### config.mk
export PLATFORM = sky130hd
export DESIGN_NAME = spt_top
export DESIGN_NICKNAME = d
export VERILOG_FILES = /design/src/spt_pkg.sv /design/src/spt_top.sv
export SDC_FILE = /design/constraint.sdc
export NUM_CORES = 1
export LEC_CHECK = 0
export ABC_AREA = 1
export BUFFER_PORTS_ARGS = -buffer_cell sky130_fd_sc_hd__buf_2
export CAP_MARGIN = 20
export CELL_PAD_IN_SITES_DETAIL_PLACEMENT = 1
export CELL_PAD_IN_SITES_GLOBAL_PLACEMENT = 2
export CORE_UTILIZATION = 35
export CTS_CLUSTER_DIAMETER = 150
export DETAILED_ROUTE_END_ITERATION = 7
export PLACE_DENSITY = 0.84
export SYNTH_ARGS = -nofsm -noshare
export SYNTH_HDL_FRONTEND = slang
export SYNTH_SLANG_ARGS = --single-unit
### constraint.sdc
create_clock -name mclk -period 2.2 [get_ports mclk]
set_input_delay 0.44 -clock mclk [delete_from_list [all_inputs] [get_ports mclk]]
set_output_delay 0.44 -clock mclk [all_outputs]
set_load 0.01 [all_outputs]
### src/spt_pkg.sv
// Package of constants and carrier types for the PWM time-base support block
// Notes on behaviour
// - Duty equal phase gives simultaneous fall, 0%
// - Unreached duty value gives no fall, 100%
// - Four flags set on events regardless enable
// - Master flag sets only if some enable, or on a software write of 1
// - Module disable clears source flags, not master
// - Software-set flags interrupt like hardware ones
// - Two-bit field selects one of three clocks
// - Internal fast clock runs even when disabled
// - Prescaler divides selected clock by 1,2,4,8
// - Comparator rising edges trigger selected events
// - Event pin unsynchronised, triggers on rising edge
// - Independent rise/fall blanking mode fields
// - Active blanking masks selected async sources
// - Blanking disabled passes inputs unaltered
// - Rise/fall events start their blanking counters
// - Counter counts until equal blanking time
// - Blanking uncertainty at most one core clock
// - Disabled output releases pin to GPIO
// - Enabled unsteered output holds inactive level in steering modes
// - Six outputs, steering only in three modes
// - Per-output polarity bit sets active level
// - Counter from zero, period match resets it
package spt_pkg;
    localparam int SPT_OUTS = 6;
    localparam int SPT_SRCS = 4;
    localparam logic [15:0] SPT_CNT_RST = 16'h0000;
    localparam logic [15:0] SPT_CNT_MAX = 16'hffff;
    // Address map
    localparam logic [4:0] ADR_DUTY = 5'h00;
    localparam logic [4:0] ADR_PHASE = 5'h01;
    localparam logic [4:0] ADR_PERIOD = 5'h02;
    localparam logic [4:0] ADR_TIMER = 5'h03;
    localparam logic [4:0] ADR_IRQ = 5'h04;
    localparam logic [4:0] ADR_CTRL = 5'h05;
    localparam logic [4:0] ADR_CLOCK = 5'h06;
    localparam logic [4:0] ADR_BLANK = 5'h07;
    localparam logic [4:0] ADR_BLKR = 5'h08;
    localparam logic [4:0] ADR_BLKF = 5'h09;
    localparam logic [4:0] ADR_REBS = 5'h0a;
    localparam logic [4:0] ADR_FEBS = 5'h0b;
    localparam logic [4:0] ADR_OEN = 5'h0c;
    localparam logic [4:0] ADR_STR = 5'h0d;
    localparam logic [4:0] ADR_POL = 5'h0e;
    localparam logic [4:0] ADR_EVSRC = 5'h0f;
    localparam logic [4:0] ADR_MFLAG = 5'h10;
    // Field positions
    localparam int IRQ_EN_LSB = 4;
    localparam int CTRL_EN_BIT = 7;
    localparam int CLK_DIV_LSB = 4;
    localparam int BLNK_FE_LSB = 4;
    localparam int EVS_RISE_LSB = 0;
    localparam int EVS_FALL_LSB = 4;
    localparam int EVS_PER_LSB = 8;
    // Clock source encodings
    localparam logic [1:0] CSRC_FOSC = 2'h0;
    localparam logic [1:0] CSRC_HFOSC = 2'h1;
    localparam logic [1:0] CSRC_EXT = 2'h2;
    // Blanking mode encodings
    localparam logic [1:0] BLANK_OFF = 2'h0;
    localparam logic [1:0] BLANK_IMM = 2'h1;
    // Mode encodings; all but push-pull honour steering
    localparam logic [2:0] MODE_SINGLE = 3'h0;
    localparam logic [2:0] MODE_COMPL = 3'h1;
    localparam logic [2:0] MODE_PUSHPULL = 3'h2;
    localparam logic [2:0] MODE_SIXSTEP = 3'h3;
    // Bundle of synchronous match events
    typedef struct packed {
        logic period;
        logic duty;
        logic phase;
        logic ovf;
    } spt_evt_type;
    // Register bus request
    typedef struct packed {
        logic [4:0] addr;
        logic [15:0] wdata;
        logic wr;
        logic rd;
    } spt_bus_type;
endpackage

### src/spt_top.sv
// Top of the PWM time-base support block: clocking, time base, events, blanking, outputs
`timescale 1ns/1ps
module spt_top
    import spt_pkg::*;
(
    // Clocks and reset
    input wire logic mclk,
    input wire logic srst,
    input wire logic fosc_tick,
    input wire logic hfosc_tick,
    input wire logic ext_clk_pin,
    // Register bus
    input wire spt_bus_type bus,
    output logic [15:0] rdata,
    // Asynchronous event sources
    input wire logic comparator1_synced_out,
    input wire logic comparator2_synced_out,
    input wire logic comparator3_synced_out,
    input wire logic external_event_pin,
    // Core status
    output logic sleep_osc_keep,
    output logic core_tick,
    output logic irq_out,
    // Pins
    output logic [SPT_OUTS-1:0] pwm_out,
    output logic [SPT_OUTS-1:0] pwm_oe
);
    // Software registers
    logic [15:0] duty_match_value_ff;
    logic [15:0] phase_match_value_ff;
    logic [15:0] period_match_value_ff;
    logic [15:0] timebase_counter_ff;
    logic [3:0] irq_flag_ff;              // Per-source flags
    logic [3:0] irq_en_ff;                // Per-source enables
    logic timebase_irq_master_flag_ff;
    logic timebase_irq_master_enable_ff;
    logic module_enable_bit_ff;
    logic [2:0] mode_ff;
    logic [1:0] clock_source_select_ff;
    logic [1:0] clock_divider_select_ff;
    logic [1:0] rise_blank_mode_ff;
    logic [1:0] fall_blank_mode_ff;
    logic [7:0] rise_blank_time_ff;
    logic [7:0] fall_blank_time_ff;
    logic [SPT_SRCS-1:0] rise_blank_sources_ff;
    logic [SPT_SRCS-1:0] fall_blank_sources_ff;
    logic [SPT_SRCS-1:0] rise_src_ff;     // Async rise-event sources
    logic [SPT_SRCS-1:0] fall_src_ff;
    logic [SPT_SRCS-1:0] per_src_ff;
    logic [SPT_OUTS-1:0] output_enable_reg_ff;
    logic [SPT_OUTS-1:0] output_steering_reg_ff;
    logic [SPT_OUTS-1:0] output_polarity_reg_ff;
    // Clock synchronisers and prescaler
    logic [1:0] ext_sync_ff;
    logic ext_last_ff;
    logic [2:0] div_cnt_ff;
    logic src_tick;
    logic div_hit;
    // Event state
    logic [SPT_SRCS-1:0] src_last_ff;
    logic [SPT_SRCS-1:0] edge_raw;
    logic [SPT_SRCS-1:0] blank_mask;
    logic [SPT_SRCS-1:0] edge_ok;
    logic rise_evt;
    logic fall_evt;
    logic per_evt;
    logic pwm_ff;
    logic rise_done_ff;                   // Rise already acted this period
    logic fall_done_ff;
    logic [7:0] rblk_cnt_ff;
    logic [7:0] fblk_cnt_ff;
    logic rblk_on_ff;
    logic fblk_on_ff;
    spt_evt_type evt;
    logic [3:0] sw_flag_clr;
    logic [3:0] sw_flag_set;

    // Ext pin passes two flops: other domain
    always_ff @(posedge mclk) begin
        if (srst) begin
            ext_sync_ff <= 2'h0;
            ext_last_ff <= 1'b0;
        end else begin
            ext_sync_ff <= {ext_sync_ff[0], ext_clk_pin};
            ext_last_ff <= ext_sync_ff[1];
        end
    end

    // Source tick mux
    always_comb begin
        if (clock_source_select_ff == CSRC_HFOSC) begin
            src_tick = hfosc_tick;
        end else if (clock_source_select_ff == CSRC_EXT) begin
            src_tick = ext_sync_ff[1] & ~ext_last_ff;
        end else begin
            src_tick = fosc_tick;
        end
    end

    // Fast oscillator request holds regardless of module enable
    assign sleep_osc_keep = (clock_source_select_ff == CSRC_HFOSC);

    // Divide selected tick by 1,2,4,8
    assign div_hit = ((div_cnt_ff & ((3'h1 << clock_divider_select_ff) - 3'h1)) == 3'h0);
    always_ff @(posedge mclk) begin
        if (srst) begin
            div_cnt_ff <= 3'h0;
        end else if (src_tick) begin
            div_cnt_ff <= div_cnt_ff + 3'h1;
        end
    end
    assign core_tick = src_tick & div_hit & module_enable_bit_ff;

    // Edge detect of async sources; pin is not synchronised on purpose
    always_ff @(posedge mclk) begin
        if (srst) begin
            src_last_ff <= '0;
        end else begin
            src_last_ff <= {external_event_pin, comparator3_synced_out,
                            comparator2_synced_out, comparator1_synced_out};
        end
    end
    assign edge_raw = {external_event_pin, comparator3_synced_out,
                       comparator2_synced_out, comparator1_synced_out} & ~src_last_ff;

    // Masking: off mode forwards unaltered
    assign blank_mask = ((rblk_on_ff && rise_blank_mode_ff == BLANK_IMM) ? rise_blank_sources_ff : '0)
                      | ((fblk_on_ff && fall_blank_mode_ff == BLANK_IMM) ? fall_blank_sources_ff : '0);
    assign edge_ok = edge_raw & ~blank_mask;

    // Synchronous matches; counter rollover counts as overflow
    always_comb begin
        evt.period = core_tick && (timebase_counter_ff == period_match_value_ff);
        evt.phase = core_tick && (timebase_counter_ff == phase_match_value_ff);
        evt.duty = core_tick && (timebase_counter_ff == duty_match_value_ff);
        evt.ovf = core_tick && !evt.period && (timebase_counter_ff == SPT_CNT_MAX);
    end
    assign per_evt = evt.period || (|(edge_ok & per_src_ff));
    assign rise_evt = (evt.phase || (|(edge_ok & rise_src_ff))) && !rise_done_ff && !fall_done_ff;
    // Duty never reached means no fall
    assign fall_evt = (evt.duty || (|(edge_ok & fall_src_ff))) && !fall_done_ff;

    // Time base counter
    always_ff @(posedge mclk) begin
        if (srst || !module_enable_bit_ff) begin
            timebase_counter_ff <= SPT_CNT_RST;
        end else if (per_evt) begin
            timebase_counter_ff <= SPT_CNT_RST;
        end else if (core_tick) begin
            timebase_counter_ff <= timebase_counter_ff + 16'h0001;
        end
    end

    // PWM state; fall wins over a simultaneous rise
    always_ff @(posedge mclk) begin
        if (srst || !module_enable_bit_ff) begin
            pwm_ff <= 1'b0;
            rise_done_ff <= 1'b0;
            fall_done_ff <= 1'b0;
        end else if (per_evt) begin
            // Level carries over the period so 100% duty holds
            rise_done_ff <= 1'b0;
            fall_done_ff <= 1'b0;
        end else begin
            if (fall_evt) begin
                pwm_ff <= 1'b0;
                fall_done_ff <= 1'b1;
            end else if (rise_evt) begin
                pwm_ff <= 1'b1;
            end
            if (rise_evt) begin
                rise_done_ff <= 1'b1;
            end
        end
    end

    // Rising blanking counter
    always_ff @(posedge mclk) begin
        if (srst || rise_blank_mode_ff != BLANK_IMM) begin
            rblk_on_ff <= 1'b0;
            rblk_cnt_ff <= 8'h00;
        end else if (rise_evt) begin
            rblk_on_ff <= (rise_blank_time_ff != 8'h00);
            rblk_cnt_ff <= 8'h00;
        end else if (rblk_on_ff && core_tick) begin
            rblk_cnt_ff <= rblk_cnt_ff + 8'h01;
            if (rblk_cnt_ff + 8'h01 == rise_blank_time_ff) begin
                rblk_on_ff <= 1'b0;
            end
        end
    end

    // Falling blanking counter
    always_ff @(posedge mclk) begin
        if (srst || fall_blank_mode_ff != BLANK_IMM) begin
            fblk_on_ff <= 1'b0;
            fblk_cnt_ff <= 8'h00;
        end else if (fall_evt) begin
            fblk_on_ff <= (fall_blank_time_ff != 8'h00);
            fblk_cnt_ff <= 8'h00;
        end else if (fblk_on_ff && core_tick) begin
            fblk_cnt_ff <= fblk_cnt_ff + 8'h01;
            if (fblk_cnt_ff + 8'h01 == fall_blank_time_ff) begin
                fblk_on_ff <= 1'b0;
            end
        end
    end

    // Software flag strobes
    assign sw_flag_clr = (bus.wr && bus.addr == ADR_IRQ) ? ~bus.wdata[3:0] : 4'h0;
    assign sw_flag_set = (bus.wr && bus.addr == ADR_IRQ) ? bus.wdata[3:0] : 4'h0;

    // Per-source flags: set wins over clear, disable clears all
    always_ff @(posedge mclk) begin
        if (srst || !module_enable_bit_ff) begin
            irq_flag_ff <= 4'h0;
        end else begin
            irq_flag_ff <= (irq_flag_ff & ~sw_flag_clr) | sw_flag_set
                         | {evt.period, evt.duty, evt.phase, evt.ovf};
        end
    end

    // Master flag
    always_ff @(posedge mclk) begin
        if (srst) begin
            timebase_irq_master_flag_ff <= 1'b0;
        end else if (|(irq_flag_ff & irq_en_ff)) begin
            timebase_irq_master_flag_ff <= 1'b1;
        end else if (bus.wr && bus.addr == ADR_MFLAG) begin
            // Clearing sticks only once no enabled source flag is left
            timebase_irq_master_flag_ff <= bus.wdata[0];
        end
    end
    assign irq_out = timebase_irq_master_flag_ff & timebase_irq_master_enable_ff;

    // Register writes
    always_ff @(posedge mclk) begin
        if (srst) begin
            duty_match_value_ff <= 16'h0000;
            phase_match_value_ff <= 16'h0000;
            period_match_value_ff <= 16'h0000;
            irq_en_ff <= 4'h0;
            module_enable_bit_ff <= 1'b0;
            mode_ff <= MODE_SINGLE;
            timebase_irq_master_enable_ff <= 1'b0;
            clock_source_select_ff <= CSRC_FOSC;
            clock_divider_select_ff <= 2'h0;
            rise_blank_mode_ff <= BLANK_OFF;
            fall_blank_mode_ff <= BLANK_OFF;
            rise_blank_time_ff <= 8'h00;
            fall_blank_time_ff <= 8'h00;
            rise_blank_sources_ff <= '0;
            fall_blank_sources_ff <= '0;
            rise_src_ff <= '0;
            fall_src_ff <= '0;
            per_src_ff <= '0;
            output_enable_reg_ff <= '0;
            output_steering_reg_ff <= '0;
            output_polarity_reg_ff <= '0;
        end else if (bus.wr) begin
            if (bus.addr == ADR_DUTY) begin
                duty_match_value_ff <= bus.wdata;
            end else if (bus.addr == ADR_PHASE) begin
                phase_match_value_ff <= bus.wdata;
            end else if (bus.addr == ADR_PERIOD) begin
                period_match_value_ff <= bus.wdata;
            end else if (bus.addr == ADR_IRQ) begin
                irq_en_ff <= bus.wdata[IRQ_EN_LSB +: 4];
            end else if (bus.addr == ADR_CTRL) begin
                module_enable_bit_ff <= bus.wdata[CTRL_EN_BIT];
                mode_ff <= bus.wdata[2:0];
                timebase_irq_master_enable_ff <= bus.wdata[8];
            end else if (bus.addr == ADR_CLOCK) begin
                clock_source_select_ff <= bus.wdata[1:0];
                clock_divider_select_ff <= bus.wdata[CLK_DIV_LSB +: 2];
            end else if (bus.addr == ADR_BLANK) begin
                rise_blank_mode_ff <= bus.wdata[1:0];
                fall_blank_mode_ff <= bus.wdata[BLNK_FE_LSB +: 2];
            end else if (bus.addr == ADR_BLKR) begin
                rise_blank_time_ff <= bus.wdata[7:0];
            end else if (bus.addr == ADR_BLKF) begin
                fall_blank_time_ff <= bus.wdata[7:0];
            end else if (bus.addr == ADR_REBS) begin
                rise_blank_sources_ff <= bus.wdata[SPT_SRCS-1:0];
            end else if (bus.addr == ADR_FEBS) begin
                fall_blank_sources_ff <= bus.wdata[SPT_SRCS-1:0];
            end else if (bus.addr == ADR_OEN) begin
                output_enable_reg_ff <= bus.wdata[SPT_OUTS-1:0];
            end else if (bus.addr == ADR_STR) begin
                output_steering_reg_ff <= bus.wdata[SPT_OUTS-1:0];
            end else if (bus.addr == ADR_POL) begin
                output_polarity_reg_ff <= bus.wdata[SPT_OUTS-1:0];
            end else if (bus.addr == ADR_EVSRC) begin
                rise_src_ff <= bus.wdata[EVS_RISE_LSB +: SPT_SRCS];
                fall_src_ff <= bus.wdata[EVS_FALL_LSB +: SPT_SRCS];
                per_src_ff <= bus.wdata[EVS_PER_LSB +: SPT_SRCS];
            end
        end
    end

    // Read data, one cycle after the strobe; unmapped reads zero
    always_ff @(posedge mclk) begin
        if (srst) begin
            rdata <= 16'h0000;
        end else if (bus.rd) begin
            if (bus.addr == ADR_DUTY) begin
                rdata <= duty_match_value_ff;
            end else if (bus.addr == ADR_PHASE) begin
                rdata <= phase_match_value_ff;
            end else if (bus.addr == ADR_PERIOD) begin
                rdata <= period_match_value_ff;
            end else if (bus.addr == ADR_TIMER) begin
                rdata <= timebase_counter_ff;
            end else if (bus.addr == ADR_IRQ) begin
                rdata <= {8'h00, irq_en_ff, irq_flag_ff};
            end else if (bus.addr == ADR_CTRL) begin
                rdata <= {7'h00, timebase_irq_master_enable_ff, module_enable_bit_ff, 4'h0, mode_ff};
            end else if (bus.addr == ADR_CLOCK) begin
                rdata <= {10'h000, clock_divider_select_ff, 2'h0, clock_source_select_ff};
            end else if (bus.addr == ADR_BLANK) begin
                rdata <= {10'h000, fall_blank_mode_ff, 2'h0, rise_blank_mode_ff};
            end else if (bus.addr == ADR_BLKR) begin
                rdata <= {8'h00, rise_blank_time_ff};
            end else if (bus.addr == ADR_BLKF) begin
                rdata <= {8'h00, fall_blank_time_ff};
            end else if (bus.addr == ADR_REBS) begin
                rdata <= {12'h000, rise_blank_sources_ff};
            end else if (bus.addr == ADR_FEBS) begin
                rdata <= {12'h000, fall_blank_sources_ff};
            end else if (bus.addr == ADR_OEN) begin
                rdata <= {10'h000, output_enable_reg_ff};
            end else if (bus.addr == ADR_STR) begin
                rdata <= {10'h000, output_steering_reg_ff};
            end else if (bus.addr == ADR_POL) begin
                rdata <= {10'h000, output_polarity_reg_ff};
            end else if (bus.addr == ADR_EVSRC) begin
                rdata <= {4'h0, per_src_ff, fall_src_ff, rise_src_ff};
            end else if (bus.addr == ADR_MFLAG) begin
                rdata <= {15'h0000, timebase_irq_master_flag_ff};
            end else begin
                rdata <= 16'h0000;
            end
        end else begin
            rdata <= 16'h0000;
        end
    end

    // Output stage per pin: steer, gate, then invert
    genvar gi;
    generate
        for (gi = 0; gi < SPT_OUTS; gi++) begin : g_out
            logic steer_mode;
            logic active;
            assign steer_mode = (mode_ff == MODE_SINGLE) || (mode_ff == MODE_COMPL) || (mode_ff == MODE_SIXSTEP);
            // Other modes bypass steering; waveform modes are outside this block
            assign active = pwm_ff && (!steer_mode || output_steering_reg_ff[gi]);
            always_ff @(posedge mclk) begin
                if (srst) begin
                    pwm_out[gi] <= 1'b0;
                    pwm_oe[gi] <= 1'b0;
                end else begin
                    pwm_oe[gi] <= output_enable_reg_ff[gi];
                    pwm_out[gi] <= (active && output_enable_reg_ff[gi]) ^ output_polarity_reg_ff[gi];
                end
            end
        end
    endgenerate
endmodule

==> metrics.md <==
| Metric | Value |
|---|---|
| Die area | `28300 um2` |
| Critical Path End Type | `output port` |
| Most common cell after layout, fill and taps aside | `nand2_1` |
| DRT iter0 DRCs | `574` |
| CP arrival | `between 1.5 and 2 ns` |
| First-pass GRT wire length | `55.6 mm` |
| FFs w/ async S/R, synth | `0%` |
| CORE AREA | `27000 um2` |
| Yosys reg bits | `199` |
| Max Slew Vio Count | `0` |
| Pin count of the biggest net entering global routing | `36` |
| Num rows | `60` |
| Hold path start | `ext_clk_pin` |
| Initial Utilization | `35.8%` |
| Drt drc | `0` |
| Die height | `~170 um` |
| Vias | `around 9600` |
| Port Buffers | `62` |
| Final setup margin | `between 0.1 and 0.15 ns` |
| # clock sinks | `199` |
| Filler Cell Count | `roughly 3500` |
| H-tree depth | `4` |
| CP Max Fanout | `3` |
| Post-Syn Nets | `1399` |
| Later-pin clock latency in the skew report | `0.45 ns` |
| Total power | `0.00731 W` |
| Drt pass-1 iters | `6` |
| Avg WL per Cell | `19.5 um` |
| Via/cell ratio | `between 5 and 6` |
| EDFF count, synth | `0` |
| Busiest layer in global routing | `met2` |
| Antenna cells | `0` |
| Sequential share of the synthesized area | `approximately 40%` |
| Area contributors post-synth | `dfxtp_1 (41%), nand2_1 (9.1%), a21oi_1 (8.6%), o21ai_0 (7.5%), inv_1 (5.7%)` |
| Leakage | `4.56 nW` |
| Commonest non-fill, non-tap cells in the layout | `nand2_1 (234), dfxtp_1 (197), a21oi_1 (166)` |
| Clock Path Buffers | `2` |
| Syn-to-layout area delta | `17.5%` |
| Yosys top cell area share | `roughly 41%` |
| Hpwl dp | `26.5 mm` |
| Avg Inst Size Synth | `7.09 um2` |
| Worst-Margin Slew | `0.688 ns` |
| Reg-to-Reg Start | `fall_blank_mode_ff[0]$_SDFFE_PP0P_` |
| Layout cell share with drive strength beyond 1 | `14.9%` |
| Synth area leader | `dfxtp_1` |
| Hold slack | `about 0.19 ns` |
| RSZ-0062 raised after global routing | `false` |
| Gr usage total | `around a quarter` |
| Status | `finished clean` |
| Post-Route WL | `35.4 mm` |
| Cells after Synth | `1363` |
| M1 GR Usage | `34.9%` |
| Final net count | `1496` |
| I/O Pins | `63` |
| Final Hold Vio Count | `0` |
| GR Overflow Total | `0` |
| Crit start category | `flip-flop` |
| Horiz. Die Dim | `168 um` |
| Synth Flop Type | `dfxtp_1` |
| CP startpoint | `clock_source_select_ff[1]$_SDFFE_PP0P_` |
| GR Util met3 | `4.14%` |
| WP data required | `1.76 ns` |
| CTS tree | `yes` |
| Initial antenna violation count | `0` |
| F_max | `approximately 480 MHz` |
| Vias in the first global route | `9752` |
| Final setup TNS | `0 ns` |
| Num CTS Buffers | `17` |
| Clock Skew | `0.0186 ns` |
| Dpl ws | `0.0141 ns` |
| Synth warn | `0` |
| Crit share post-route | `around 95%` |
| Tmin final | `2.10 ns` |
| Clk slew on worst S/H paths | `0.08 ns` |
| Worst slew margin | `54.1%` |
| Finish-stage setup viols | `0` |
| CTS root buf | `clkbuf_16` |
| Final ANT Viol Nets | `0` |
| Met2 GRT Util | `between 40% and 50%` |
| # Max-Cap Violations | `0` |
| Min-Delay Path Class | `input port to flip-flop` |
| Post-synth design cell area | `slightly below 10000 um2` |
| Setup CP Type | `flip-flop to output port` |
| Pwr per Cell Area | `644 nW/um2` |
| GP Congestion | `around 0.94` |
| Library cells used by synthesis | `50` |
| Peak supply drop | `0.000500 V` |
## final cells by class
class                      count  area, um2  share of cell area (%)
multi-input combinational    945       4830                    42.5
clock inverter                14        161                    1.42
clock buffer                  18        429                    3.78
sequential                   199       3990                    35.1
timing repair buffer         134        905                    7.96
tap                          341        427                    3.76
inverter                     163        614                    5.41
## state kept, by name (all words and copies together), names as in the netlist, 8 cells and up
register	flops
fall_blank_time_ff	8
period_match_value_ff	16
rblk_cnt_ff	8
fblk_cnt_ff	8
duty_match_value_ff	16
phase_match_value_ff	16
rdata	16
timebase_counter_ff	16
rise_blank_time_ff	8
## cells by family after synthesis
group                      Yosys count  share of synthesized area, %
DFF                                199                          41.2
xor gates and xnor gates            58                          5.40
buffers and inverters              219                          8.92
AOI/OAI and AO/OA                  352                          19.2
adders and majority gates            4                         0.518
and+or+nand+nor                    531                          24.8
## through the flow
stage / std cells / utilization [%] / area [um2]
floorplan: 1363 / - / 9670
global placement: 1778 / 39.6 / 10700
detailed placement: 1778 / 39.6 / 10700
CTS: 1812 / 41.9 / 11300
global route: 1814 / 42.0 / 11400
finish: 1814 / 42.0 / 11400
## worst paths after layout
check | to | slack (ns) | cells after the start
worst max-delay path | core_tick | 0.10 | 9
worst min-delay path | ext_sync_ff[0]$_SDFF_PP0_ | 0.19 | 3
worst max register to register | timebase_counter_ff[5]$_SDFFE_PP0P_ | 0.13 | 11
worst min register to register | ext_sync_ff[1]$_SDFF_PP0_ | 0.41 | 2
## timing repair
action | CTS | global route
gates cloned | 0 | 0
hold buffers | 0 | 0
pin swaps | 2 | 1
gates resized for setup | 4 | 6
buffers inserted | 3 | 2
setup endpoints to repair | 1 | 10
## worst max-delay path, cell delays in order, from the launching register on
cell and delay [ns]:
dfxtp_4 0.37, inv_2 0.07, nor2_1 0.04, o21ai_1 0.10, nand3_2 0.10, inv_2 0.09, nand2_4 0.07, nor2_8 0.13
buf_6 0.13, buf_2 0.12
## layer usage
layer  vias up  routed length, um
met4         0                755
met1      4653              16800
met3        46               1550
met5         -                  0
met2       205              16300
li1       4681                  -
## power by group
group / internal, W / total (W) / switching [W]
Sequential: 0.00364 / 0.00367 / 0.0000289
Clock: 0.00152 / 0.00317 / 0.00164
Combinational: 0.000144 / 0.000480 / 0.000336
## Yosys cell counts, types with 5 or more instances
| cell type | count |
|---|---|
| nand2_1 | 234 |
| dfxtp_1 | 199 |
| a21oi_1 | 166 |
| inv_1 | 148 |
| nor2_1 | 147 |
| o21ai_0 | 145 |
| nand3_1 | 56 |
| nand4_1 | 34 |
| xor2_1 | 29 |
| clkbuf_1 | 28 |
| xnor2_1 | 28 |
| buf_2 | 19 |
| nor3_1 | 15 |
| inv_2 | 11 |
| o22ai_1 | 10 |
| a221oi_1 | 8 |
| nand2_2 | 8 |
| nor2_4 | 7 |
| o21ai_1 | 6 |
| buf_1 | 5 |
No activity file was read; power rests on OpenSTA's default activity.
